[config.mk]
export PLATFORM = sky130hd
export DESIGN_NAME = sdrc_ctrl
export DESIGN_NICKNAME = d
export VERILOG_FILES = /design/src/design/sdrc_pkg.sv /design/src/design/sdrc_fifo.sv /design/src/design/sdrc_ctrl.sv
export SDC_FILE = /design/constraint.sdc
export NUM_CORES = 1
export LEC_CHECK = 0
export BUFFER_PORTS_ARGS = -buffer_cell sky130_fd_sc_hd__clkbuf_2
export CAP_MARGIN = 20
export CORE_MARGIN = 2
export CORE_UTILIZATION = 33
export DETAILED_ROUTE_END_ITERATION = 10
export GPL_ROUTABILITY_DRIVEN = 0
export SYNTH_ARGS = -nofsm -noshare
export SYNTH_HDL_FRONTEND = slang
export SYNTH_HIERARCHICAL = 1
export SYNTH_SLANG_ARGS = --single-unit
export TNS_END_PERCENT = 1
[constraint.sdc]
create_clock -name CLK_I -period 9.3 [get_ports CLK_I]
set_clock_uncertainty 0.05 [all_clocks]
set_input_delay 2.79 -clock CLK_I [delete_from_list [all_inputs] [get_ports CLK_I]]
set_output_delay 2.79 -clock CLK_I [all_outputs]
set_load 0.01 [all_outputs]
[src/design/sdrc_pkg.sv]
package sdrc_pkg;
  // ==========================================================
  // Mode word layout
  localparam int MODE_BL_LSB    = 0;
  localparam int MODE_BT_BIT    = 3;
  localparam int MODE_RL_LSB    = 4;
  localparam int MODE_OP_LO_BIT = 7;
  localparam int MODE_OP_HI_BIT = 8;
  localparam int MODE_WB_BIT    = 9;
  localparam logic [2:0] BL_FULL_PAGE = 3'h7;
  // ==========================================================
  // Timing, ns and clocks
  localparam int CLK_PERIOD_NS    = 10;
  localparam int CLK_MHZ          = 100;
  localparam int MAX_MHZ_RL2      = 133;
  localparam int MAX_MHZ_RL3_FAST = 166;
  localparam int MAX_MHZ_RL3_SLOW = 143;
  localparam int T_RCD_NS         = 18;
  localparam int T_RC_NS          = 60;
  localparam int T_RRD_NS         = 12;
  localparam int T_RP_NS          = 18;
  localparam int T_MRD_CLK        = 2;
  localparam int RCD_CLK = (T_RCD_NS + CLK_PERIOD_NS - 1) / CLK_PERIOD_NS;
  localparam int RC_CLK  = (T_RC_NS + CLK_PERIOD_NS - 1) / CLK_PERIOD_NS;
  localparam int RRD_CLK = (T_RRD_NS + CLK_PERIOD_NS - 1) / CLK_PERIOD_NS;
  localparam int RP_CLK  = (T_RP_NS + CLK_PERIOD_NS - 1) / CLK_PERIOD_NS;
  // ==========================================================
  // Command encodings {cs_n, ras_n, cas_n, we_n}
  localparam logic [3:0] CMD_NOP  = 4'h7;
  localparam logic [3:0] CMD_ACT  = 4'h3;
  localparam logic [3:0] CMD_RD   = 4'h5;
  localparam logic [3:0] CMD_PRE  = 4'h2;
  localparam logic [3:0] CMD_BST  = 4'h6;
  localparam logic [3:0] CMD_MRS  = 4'h0;
  localparam int AP_BIT    = 10;
  localparam int FIFO_DEPTH = 16;
  localparam int DATA_W     = 16;
  // ==========================================================
  // User operations
  localparam logic [1:0] OP_LOAD_MODE = 2'h0;
  localparam logic [1:0] OP_READ      = 2'h1;
  localparam logic [1:0] OP_PRECHARGE = 2'h2;
  typedef enum logic [2:0] {
    ST_IDLE, ST_ACT, ST_WAIT_RCD, ST_READ, ST_STREAM, ST_STOP, ST_MRS
  } sdrc_state_t;
endpackage

[src/design/sdrc_fifo.sv]
`timescale 1ns/1ps
module sdrc_fifo #(
  parameter int WIDTH = 16,
  parameter int DEPTH = 16
) (
  input  wire logic             clk_i,
  input  wire logic             rst_n_i,
  input  wire logic             in_valid_i,
  output logic                  in_ready_o,
  input  wire logic [WIDTH-1:0] in_data_i,
  output logic                  out_valid_o,
  input  wire logic             out_ready_i,
  output logic      [WIDTH-1:0] out_data_o,
  output logic [$clog2(DEPTH):0] level_o
);
  localparam int AW = $clog2(DEPTH);
  logic [WIDTH-1:0] mem [DEPTH];
  logic [AW-1:0]    wr_ptr;
  logic [AW-1:0]    rd_ptr;
  logic [AW:0]      count;
  wire push = in_valid_i && in_ready_o;
  wire pop  = out_valid_o && out_ready_i;
  assign in_ready_o  = (count != AW'(0) + (AW+1)'(DEPTH)) ? 1'b1 : 1'b0;
  assign out_valid_o = (count != '0);
  assign out_data_o  = mem[rd_ptr];
  assign level_o     = count;
  always_ff @(posedge clk_i) begin
    if (push) mem[wr_ptr] <= in_data_i;
  end
  always_ff @(posedge clk_i or negedge rst_n_i) begin
    if (!rst_n_i) begin
      wr_ptr <= '0;
      rd_ptr <= '0;
      count  <= '0;
    end else begin
      if (push) wr_ptr <= wr_ptr + AW'(1);
      if (pop) rd_ptr <= rd_ptr + AW'(1);
      count <= count + (AW+1)'(push) - (AW+1)'(pop);
    end
  end
endmodule

[src/design/sdrc_ctrl.sv]
`timescale 1ns/1ps
// Behaviour
// - Operating-mode bits always written as zero
// - Clock rate checked against latency limit
// - Activate opens row before any read
// - Read waits activate-to-access clocks
// - Precharge before new row; row-cycle spacing
// - Bank-to-bank activate spacing kept
// - Read ended latency-minus-one before last
// - No write issued; bus never driven
// - Mask raised three clocks before writes
// - Mask high before truncating write
// - Mask dropped before write data
// - Precharge ends read at latency-minus-one
// - Precharge recovery before next bank command
// - Burst terminate at latency-minus-one
// - Read latency two or three
module sdrc_ctrl (
  input  wire logic        CLK_I,
  input  wire logic        RST_N_I,
  input  wire logic        REQ_VALID_I,
  output logic             REQ_READY_O,
  input  wire logic [1:0]  REQ_OP_I,
  input  wire logic [1:0]  REQ_BANK_I,
  input  wire logic [11:0] REQ_ROW_I,
  input  wire logic [7:0]  REQ_COL_I,
  input  wire logic [8:0]  REQ_LEN_I,
  input  wire logic        REQ_AUTO_PRE_I,
  input  wire logic [2:0]  CFG_BURST_LEN_I,
  input  wire logic        CFG_BURST_TYPE_I,
  input  wire logic [2:0]  CFG_READ_LAT_I,
  input  wire logic        CFG_WRITE_BURST_MODE_I,
  input  wire logic        CFG_FAST_GRADE_I,
  output logic             RD_VALID_O,
  input  wire logic        RD_READY_I,
  output logic [15:0]      RD_DATA_O,
  output logic             CFG_ERR_O,
  output logic             SD_CS_N_O,
  output logic             SD_RAS_N_O,
  output logic             SD_CAS_N_O,
  output logic             SD_WE_N_O,
  output logic [1:0]       SD_BA_O,
  output logic [11:0]      SD_ADDR_O,
  output logic [1:0]       SD_DQM_O,
  input  wire logic [15:0] SD_DQ_I,
  output logic [15:0]      SD_DQ_O,
  output logic             SD_DQ_OE_O
);
  localparam int CW = 4;
  // ==========================================================
  // State and timers
  sdrc_pkg::sdrc_state_t state;
  logic [3:0]  cmd;
  logic [1:0]  ba;
  logic [11:0] addr;
  logic [1:0]  dqm;
  logic [3:0]  open_bank;
  logic [11:0] open_row [4];
  logic [CW-1:0] rcd_cnt [4];
  logic [CW-1:0] rc_cnt  [4];
  logic [CW-1:0] rp_cnt  [4];
  logic [CW-1:0] rrd_cnt;
  logic [CW-1:0] mrd_cnt;
  logic [1:0]  cur_bank;
  logic [7:0]  cur_col;
  logic [8:0]  remain;
  logic        cur_ap;
  logic [1:0]  cur_lat;
  logic [3:0]  cap_pipe;
  logic        fifo_ready;
  logic [4:0]  fifo_level;
  logic [4:0]  inflight;
  // ==========================================================
  // Decode
  wire         lat3     = (CFG_READ_LAT_I == 3'h3);
  wire [7:0]   max_mhz  = lat3 ? (CFG_FAST_GRADE_I ? 8'(sdrc_pkg::MAX_MHZ_RL3_FAST)
                                                  : 8'(sdrc_pkg::MAX_MHZ_RL3_SLOW))
                               : 8'(sdrc_pkg::MAX_MHZ_RL2);
  wire         lat_ok   = (CFG_READ_LAT_I == 3'h2) || lat3;
  wire         rate_ok  = (8'(sdrc_pkg::CLK_MHZ) <= max_mhz);
  wire         cfg_ok   = lat_ok && rate_ok;
  wire         full_pg  = (CFG_BURST_LEN_I == sdrc_pkg::BL_FULL_PAGE);
  wire [8:0]   bl_words = full_pg ? 9'h100 : (9'h1 << CFG_BURST_LEN_I);
  wire         req_rd   = REQ_VALID_I && REQ_READY_O && (REQ_OP_I == sdrc_pkg::OP_READ);
  wire         req_pre  = REQ_VALID_I && REQ_READY_O && (REQ_OP_I == sdrc_pkg::OP_PRECHARGE);
  wire         req_mrs  = REQ_VALID_I && REQ_READY_O && (REQ_OP_I == sdrc_pkg::OP_LOAD_MODE);
  wire         hit      = open_bank[REQ_BANK_I] && (open_row[REQ_BANK_I] == REQ_ROW_I);
  wire         rp_quiet = (rp_cnt[0] == '0) && (rp_cnt[1] == '0)
                          && (rp_cnt[2] == '0) && (rp_cnt[3] == '0);
  wire         act_ok   = (rc_cnt[cur_bank] == '0) && (rrd_cnt == '0)
                          && (rp_cnt[cur_bank] == '0);
  wire         all_idle = (open_bank == 4'h0) && (mrd_cnt == '0) && rp_quiet;
  wire         room     = (5'(fifo_level) + inflight) < 5'(sdrc_pkg::FIFO_DEPTH - 1);
  wire         rd_ok    = (rcd_cnt[cur_bank] == '0) && room;
  wire         rd_issue = rd_ok && (state inside {sdrc_pkg::ST_READ, sdrc_pkg::ST_STREAM});
  wire         last_cmd = (remain == 9'h1);
  wire         cap_now  = cur_lat[0] ? cap_pipe[2] : cap_pipe[1];
  wire [11:0]  mode_word = {2'b00, CFG_WRITE_BURST_MODE_I, 2'b00,
                            CFG_READ_LAT_I, CFG_BURST_TYPE_I, CFG_BURST_LEN_I};
  wire [11:0]  rd_addr  = {1'b0, cur_ap & ~full_pg & last_cmd, 2'b00, cur_col};
  // ==========================================================
  // Command sequencer
  always_ff @(posedge CLK_I or negedge RST_N_I) begin
    if (!RST_N_I) begin
      state    <= sdrc_pkg::ST_IDLE;
      cmd      <= sdrc_pkg::CMD_NOP;
      ba       <= '0;
      addr     <= '0;
      dqm      <= 2'h3;
      open_bank <= '0;
      cur_bank <= '0;
      cur_col  <= '0;
      remain   <= '0;
      cur_ap   <= 1'b0;
      cur_lat  <= 2'h2;
      rrd_cnt  <= '0;
      mrd_cnt  <= '0;
      for (int b = 0; b < 4; b++) begin
        open_row[b] <= '0;
        rcd_cnt[b]  <= '0;
        rc_cnt[b]   <= '0;
        rp_cnt[b]   <= '0;
      end
    end else begin
      cmd <= sdrc_pkg::CMD_NOP;
      dqm <= 2'h0;
      if (rrd_cnt != '0) rrd_cnt <= rrd_cnt - CW'(1);
      if (mrd_cnt != '0) mrd_cnt <= mrd_cnt - CW'(1);
      for (int b = 0; b < 4; b++) begin
        if (rcd_cnt[b] != '0) rcd_cnt[b] <= rcd_cnt[b] - CW'(1);
        if (rc_cnt[b] != '0) rc_cnt[b] <= rc_cnt[b] - CW'(1);
        if (rp_cnt[b] != '0) rp_cnt[b] <= rp_cnt[b] - CW'(1);
      end
      case (state)
        sdrc_pkg::ST_IDLE: begin
          if (req_mrs && cfg_ok && all_idle) begin
            cmd   <= sdrc_pkg::CMD_MRS;
            ba    <= 2'h0;
            addr  <= mode_word;
            cur_lat <= CFG_READ_LAT_I[1:0];
            mrd_cnt <= CW'(sdrc_pkg::T_MRD_CLK);
            state <= sdrc_pkg::ST_MRS;
          end else if (req_pre && open_bank[REQ_BANK_I]) begin
            cmd  <= sdrc_pkg::CMD_PRE;
            ba   <= REQ_BANK_I;
            addr <= '0;
            open_bank[REQ_BANK_I] <= 1'b0;
            rp_cnt[REQ_BANK_I] <= CW'(sdrc_pkg::RP_CLK);
          end else if (req_rd && REQ_LEN_I != '0) begin
            cur_bank <= REQ_BANK_I;
            cur_col  <= REQ_COL_I;
            cur_ap   <= REQ_AUTO_PRE_I;
            remain   <= REQ_LEN_I;
            if (hit) begin
              state <= sdrc_pkg::ST_READ;
            end else if (open_bank[REQ_BANK_I]) begin
              cmd  <= sdrc_pkg::CMD_PRE;
              ba   <= REQ_BANK_I;
              addr <= '0;
              open_bank[REQ_BANK_I] <= 1'b0;
              rp_cnt[REQ_BANK_I] <= CW'(sdrc_pkg::RP_CLK);
              open_row[REQ_BANK_I] <= REQ_ROW_I;
              state <= sdrc_pkg::ST_ACT;
            end else begin
              open_row[REQ_BANK_I] <= REQ_ROW_I;
              state <= sdrc_pkg::ST_ACT;
            end
          end
        end
        sdrc_pkg::ST_ACT: begin
          if (act_ok) begin
            cmd  <= sdrc_pkg::CMD_ACT;
            ba   <= cur_bank;
            addr <= open_row[cur_bank];
            open_bank[cur_bank] <= 1'b1;
            rcd_cnt[cur_bank] <= CW'(sdrc_pkg::RCD_CLK - 1);
            rc_cnt[cur_bank]  <= CW'(sdrc_pkg::RC_CLK - 1);
            rrd_cnt <= CW'(sdrc_pkg::RRD_CLK - 1);
            state <= sdrc_pkg::ST_READ;
          end
        end
        sdrc_pkg::ST_READ, sdrc_pkg::ST_STREAM: begin
          if (rd_ok) begin
            cmd  <= sdrc_pkg::CMD_RD;
            ba   <= cur_bank;
            addr <= rd_addr;
            cur_col <= cur_col + 8'h1;
            remain  <= remain - 9'h1;
            if (last_cmd) begin
              if (cur_ap && !full_pg) begin
                open_bank[cur_bank] <= 1'b0;
                rp_cnt[cur_bank] <= CW'(sdrc_pkg::RP_CLK) + CW'(bl_words);
                state <= sdrc_pkg::ST_IDLE;
              end else begin
                state <= sdrc_pkg::ST_STOP;
              end
            end else begin
              state <= sdrc_pkg::ST_STREAM;
            end
          end
        end
        sdrc_pkg::ST_STOP: begin
          // Stop one clock after the last read, latency-minus-one before last data
          cmd  <= cur_ap ? sdrc_pkg::CMD_PRE : sdrc_pkg::CMD_BST;
          ba   <= cur_bank;
          addr <= '0;
          if (cur_ap) begin
            open_bank[cur_bank] <= 1'b0;
            rp_cnt[cur_bank] <= CW'(sdrc_pkg::RP_CLK);
          end
          state <= sdrc_pkg::ST_IDLE;
        end
        sdrc_pkg::ST_MRS: begin
          if (mrd_cnt == '0) state <= sdrc_pkg::ST_IDLE;
        end
        default: state <= sdrc_pkg::ST_IDLE;
      endcase
    end
  end
  // ==========================================================
  // Read data capture
  always_ff @(posedge CLK_I or negedge RST_N_I) begin
    if (!RST_N_I) begin
      cap_pipe <= '0;
      inflight <= '0;
    end else begin
      cap_pipe <= {cap_pipe[2:0], (cmd == sdrc_pkg::CMD_RD)};
      inflight <= inflight + 5'(rd_issue) - 5'(cap_now);
    end
  end
  sdrc_fifo #(.WIDTH(sdrc_pkg::DATA_W), .DEPTH(sdrc_pkg::FIFO_DEPTH)) u_fifo (
    .clk_i      (CLK_I),
    .rst_n_i    (RST_N_I),
    .in_valid_i (cap_now),
    .in_ready_o (fifo_ready),
    .in_data_i  (SD_DQ_I),
    .out_valid_o(RD_VALID_O),
    .out_ready_i(RD_READY_I),
    .out_data_o (RD_DATA_O),
    .level_o    (fifo_level)
  );
  // ==========================================================
  // Pin registers
  always_ff @(posedge CLK_I or negedge RST_N_I) begin
    if (!RST_N_I) begin
      CFG_ERR_O   <= 1'b0;
      REQ_READY_O <= 1'b0;
    end else begin
      CFG_ERR_O   <= !cfg_ok;
      REQ_READY_O <= (state == sdrc_pkg::ST_IDLE) && !REQ_READY_O && rp_quiet && fifo_ready;
    end
  end
  assign SD_CS_N_O  = cmd[3];
  assign SD_RAS_N_O = cmd[2];
  assign SD_CAS_N_O = cmd[1];
  assign SD_WE_N_O  = cmd[0];
  assign SD_BA_O    = ba;
  assign SD_ADDR_O  = addr;
  assign SD_DQM_O   = dqm;
  assign SD_DQ_O    = '0;
  assign SD_DQ_OE_O = 1'b0;
endmodule

After elaboration in Yosys (flattened, before gate mapping)
Memories as Yosys holds them, arrays and structs flattened.
Index checks and enable logic that the tools add are counted.
- $add $sub $neg: 24
- $mul: 0
- div/mod/pow operators: 0
- order comparisons: 10
- equality and inequality tests: 31
- shift-type cells: 1
- mux-type cells: 124
- bitwise logic cells: 25
- reductions and logical operators: 72
- operators with widths (operator ; number):
    16-bit 2-to-1 mux ; 13
    4-bit 2-to-1 mux ; 37
    12-bit 2-to-1 mux ; 12
    4-bit nonzero test ; 15
    4-bit by 1-bit subtractor with 4-bit output, second input constant ; 14
    12-bit binary-select mux with 2-bit select ; 2
    48-bit bitwise mux ; 1
    12-bit one-hot mux with 4 select lines ; 1
    16-bit one-hot mux with 3 select lines ; 1
    3-bit 2-to-1 mux ; 15
    4-bit logical NOT ; 10
    12-bit AND ; 3
    9-bit 2-to-1 mux ; 4
    12-bit inverter ; 3
    8-bit 2-to-1 mux ; 4
    1-bit logical AND ; 29
    4-bit binary-select mux with 2-bit select ; 3
    12-bit demux with 2-bit select ; 1
    3-bit one-hot mux with 4 select lines ; 2
    2-bit 2-to-1 mux ; 9
    2-bit != test, second input constant ; 9
    9-bit one-hot mux with 2 select lines ; 1
    16-bit bitwise mux ; 1
    4-bit demux with 2-bit select ; 2
    other kinds (54) ; 95
- bits in registers: 175
- bits in latches: 0
- RAM bits: 256
- memory bits (read-only): 0
- bits of input ports: 63
- output and inout port bits: 56
- logic and storage cells: 324
- memories kept: 1
- memories (name ; words ; width ; read ports ; clocked after memory_dff ; write ports ; RTL line ; text):
    u_fifo.mem ; 16 ; 16 ; 1 ; 0 ; 1 ; sdrc_fifo.sv:17 ; logic [WIDTH-1:0] mem [DEPTH];

Depth between registers and ports, before layout
- depth after elaboration: 13
- depth in mapped cells: 15
- mapped depth without buffers: 14

Modules after synthesis
The synthesis kept the hierarchy.
- modules (own cells, without submodules) (module ; instances ; cells each ; area an instance (um2) ; sequential area each (um2)):
    sdrc_fifo ; 1 ; 551 ; 10627.7 ; 8012.7
    sdrc_ctrl ; 1 ; 932 ; 9475.3 ; 4008.8

Least setup slack after synthesis
Ideal clock, no wire load.
- kind: input -> register
- start: input port REQ_BANK_I[1]
- end: register addr[10], in the netlist SD_ADDR_O[10]
- setup time: 0.128 ns
- data arrival time: 5.084 ns
- data required time: 9.122 ns
- slack: 4.038 ns
- stages on the path: 9
- buffers on the path: 2
- cells stage by stage: clkbuf_1 -> mux4_2 -> xnor2_1 -> nand4_1 -> nor4b_4 -> nor2_2 -> o211ai_4 -> buf_6 -> mux2_1
- longest elaborated chain between the ends: 8
- elaborated cells between the ends (all ways): 16
- classes of those cells: eq/ne (4); mux (8); bitwise (1); reduce/logical (3)
- RTL lines (element ; RTL line ; text):
    start, declared ; sdrc_ctrl.sv:24 ; input wire logic [1:0] REQ_BANK_I,
    2-bit inverter with 3-bit output (implied by the code) ; sdrc_ctrl.sv:87 ; wire hit = open_bank[REQ_BANK_I] && (open_row[REQ_BANK_I] == REQ_ROW_I);
    12-bit binary-select mux with 2-bit select ; sdrc_ctrl.sv:87 ;
    12-bit 2-to-1 mux (implied by the code) (2 in a row) ; sdrc_ctrl.sv:87 ;
    12-bit == test ; sdrc_ctrl.sv:87 ;
    1-bit logical AND ; sdrc_ctrl.sv:87 ;
    4-bit != test (no source line) ; n/a ;
    6-bit AND reduction (no source line) ; n/a ;
    end signal, assigned ; sdrc_ctrl.sv:139 ; addr <= mode_word;
    end signal, assigned ; sdrc_ctrl.sv:174 ; addr <= open_row[cur_bank];
    end signal, assigned ; sdrc_ctrl.sv:186 ; addr <= rd_addr;
    end, declared ; sdrc_ctrl.sv:55 ; logic [11:0] addr;
Several ways; a longest one is shown, not always the timed one. The select of a mux whose other input is x is not followed.
A chain may end at the register's enable or synchronous reset.

Worst setup path after layout
- start: register u_fifo.rd_ptr[0]
- end: output port RD_DATA_O[8]
- longest elaborated chain between the ends: 1
- RTL lines (element ; RTL line ; text):
    start, declared ; sdrc_fifo.sv:19 ; logic [AW-1:0] rd_ptr;
    start signal, assigned ; sdrc_fifo.sv:37 ; if (pop) rd_ptr <= rd_ptr + AW'(1);
    memory read 16 x 16 bit ; n/a ;
    end, declared ; sdrc_ctrl.sv:36 ; output logic [15:0] RD_DATA_O,
Every way passes these cells.

==> metrics.yaml <==
setup_viol: 0
startpoint: "u_fifo/rd_ptr[0]"
cp_slowest_stage_delay_ns: 1.10
worstReg2RegStart: "cur_bank[0]"
synthesis.area_um2: 20100
synth-simple-area-share_pct: 8.86
crit_end: "RD_DATA_O[8]"
post-cts-setup-buffer-count: 0
vdd_drop_max_mv: 0.190
fin_nets: 1697
detail_route.first_pass.iterations: 6
post-place-ws_ns: 2.89
fin_setup_tns_ns: 0
wl_um: 47800
overflow: 0
grt_antenna_before_repair: 0
grt_pass1_wl_um: 73900
diodes: 0
synth_top_family_by_area: "multiplexers"
path_delay_family: "flip-flops"
grt.total_usage_pct: 15.0
outcome: "finished clean"
ant_nets: 0
worstPathRequired_ns: 6.46
synthCells: 1483
fin_ws_ns: 2.85
cts_buffer_depth: 3
fin_crit_sh_pct: 69.3
drv_slew: 0
viasPerCell: 5.31
cts_hold_buf: 0
cts_buffers: 48
cts.clk_slew.worst_paths_ns: 0.06
cts_num_sinks: 429
area.growth.synth_to_final_pct: 14.7
multiInputGateArea_um2: 7440
crit_slowest_cell: "dfrtp_4"
worstMarginPinSlew_ns: 1.02
cp_data_arrival_time_ns: 3.61
seq_area_um2: 12000
boundaryPins: 119
root_buffer: "clkbuf_16"
synth_seq_cells: 429
cp_num_buf_inv: 2
layout_min_cycle_time_ns: 6.45
hpwl_um: 30700
path_cells: "buf_4 -> mux2i_1 -> a221oi_1 -> o21ai_0 -> nand2_1 -> clkbuf_2"
post_cts_resized: 0
wl_per_cell_um: 19.8
regToRegSetupSlack_ns: 5.32
drive_above_1_share_pct: 22.4
vias: 12800
clock_latency_ns: 0.58
utilization_pct: 38.3
drv_cap: 0
synth_compound_area_share_pct: 8.37
synthMuxAreaShare_pct: 14.5
die_y_um: 251
route.detailed.drc: 0
core_um2: 60200
num_rows: 90
path_max_fanout: 56
rsz0062_at_grt: "no"
grt_max_degree: 64
crit_type: "flop to output pin"
endpoint_kind: "output pin"
io_buffer_count: 99
synth_xor_area_share_pct: 1.87
worstSetupStartpointType: "flop"
timing.rr.end: "inflight[4]"
power.density_nw_per_um2: 294
synth_ff_type: "edfxtp_1"
synth-edff-count: 256
htreeDepth: 2
hold_viol: 0
start_util_pct: 33.4
avgSynthCellArea_um2: 13.6
slew_headroom_pct: 31.7
reg2reg_depth: 13
yosys.area_share.adder_pct: 2.66
fillCellCount: 5627
ys_warn_count: 6
synth.distinct_cells: 83
min_path_cells: 0
first_global_vias: 12900
min_path_type: "flop to flop"
fmax_mhz: 155
power_leakage_nw: 9.00
drt_iter0_drc: 832
die_w_um: 251
dieArea_um2: 62900
cts_tree: "yes"
crit_cells: 6
async_flop_share_pct: 40.3
ys_seq_area_share_pct: 59.8
logic make-up (layout without fill, tap and decap cells):
logic type               count (synthesis)  after routing
flip-flops                             429            429
AND/OR/NAND/NOR                        345            345
AO/OA/AOI/OAI                          248            248
multiplexers                           212            212
buffers and inverters                  164            290
XOR/XNOR                                43             43
adder cells (fa/ha/maj)                 41             41
other                                    1             19
flip-flops by register name (all words and copies together) (netlist names), 5 cells and up:
signal / cells
u_fifo/mem: 256
cur_col: 8
u_fifo/level_o: 5
SD_ADDR_O: 12
rp_cnt: 16
inflight: 5
open_row: 48
rcd_cnt: 16
remain: 9
rc_cnt: 16
metrics by stage:
step,area (µm²),hold WS (ns),power [mW],instances
after floorplan,20200,0.281,4.31,1501
after global placement,21400,0.306,4.89,2320
after detailed placement,21500,0.324,4.97,2324
after CTS,23000,0.328,6.83,2408
after global routing,23100,0.349,7.19,2409
final,23100,0.334,6.78,2409
cell type report:
class,instances,area share (%)
Sequential cell,429,52.2
Multi-Input combinational cell,908,32.3
Clock buffer,64,5.74
Tap cell,782,4.24
Timing Repair Buffer,131,3.44
Inverter,75,1.22
Clock inverter,20,0.923
routing by layer:
layer	GRT usage, %	routed length [µm]
met2	25.6	23500
met1	19.6	20300
met3	2.91	2950
met4	4.09	945
met5	0	0
layout by cell type, fill, tap and decap left out, types with 10 or more instances in the layout:
cell type,instances
xnor2_1,37
o22ai_1,13
dfrtp_1,168
clkbuf_2,98
nand3_1,27
conb_1,19
a221oi_1,35
ha_1,38
or3_1,10
clkbuf_16,49
a21oi_1,57
edfxtp_1,256
nand2_1,89
o21ai_0,45
a22oi_1,20
a211oi_1,11
buf_4,27
nand2b_1,17
mux2i_1,87
a31oi_1,10
inv_1,74
and2_1,13
mux4_2,57
nor3_1,31
clkbuf_1,11
mux2_2,64
nor2_1,76
nand4_1,11
worst min path at each step:
| stage | start | end | slack, ns |
|---|---|---|---|
| global route | cap_pipe[1] | cap_pipe[2] | 0.35 |
| CTS | cap_pipe[1] | cap_pipe[2] | 0.33 |
| floorplan | cap_pipe[0] | cap_pipe[1] | 0.28 |
| global placement | cap_pipe[1] | cap_pipe[2] | 0.31 |
| finish | cap_pipe[1] | cap_pipe[2] | 0.33 |
| detailed placement | cap_pipe[1] | cap_pipe[2] | 0.32 |
cell usage after synthesis, types with 24 or more instances:
library cell  number  area [µm²]
edfxtp_1         256        7690
dfrtp_1          169        4230
nand2_1           89         334
mux2i_1           87         871
nor2_1            80         300
inv_1             74         278
mux2_2            64         721
a21oi_1           57         285
mux4_2            57        1280
o21ai_0           45         225
ha_1              38         475
xnor2_1           37         324
a221oi_1          35         307
clkbuf_1          34         128
nor3_1            34         170
nand3_1           27         135
buf_2             24         120
power breakdown:
group / switching (mW) / leakage [nW] / internal [mW] / total (mW)
Sequential: 0.330 / 4.51 / 2.27 / 2.60
Combinational: 1.30 / 3.75 / 1.03 / 2.33
Clock: 0.761 / 0.742 / 1.08 / 1.84
Total: 2.39 / 9.00 / 4.39 / 6.78
Power figures use the tool's default switching activity.
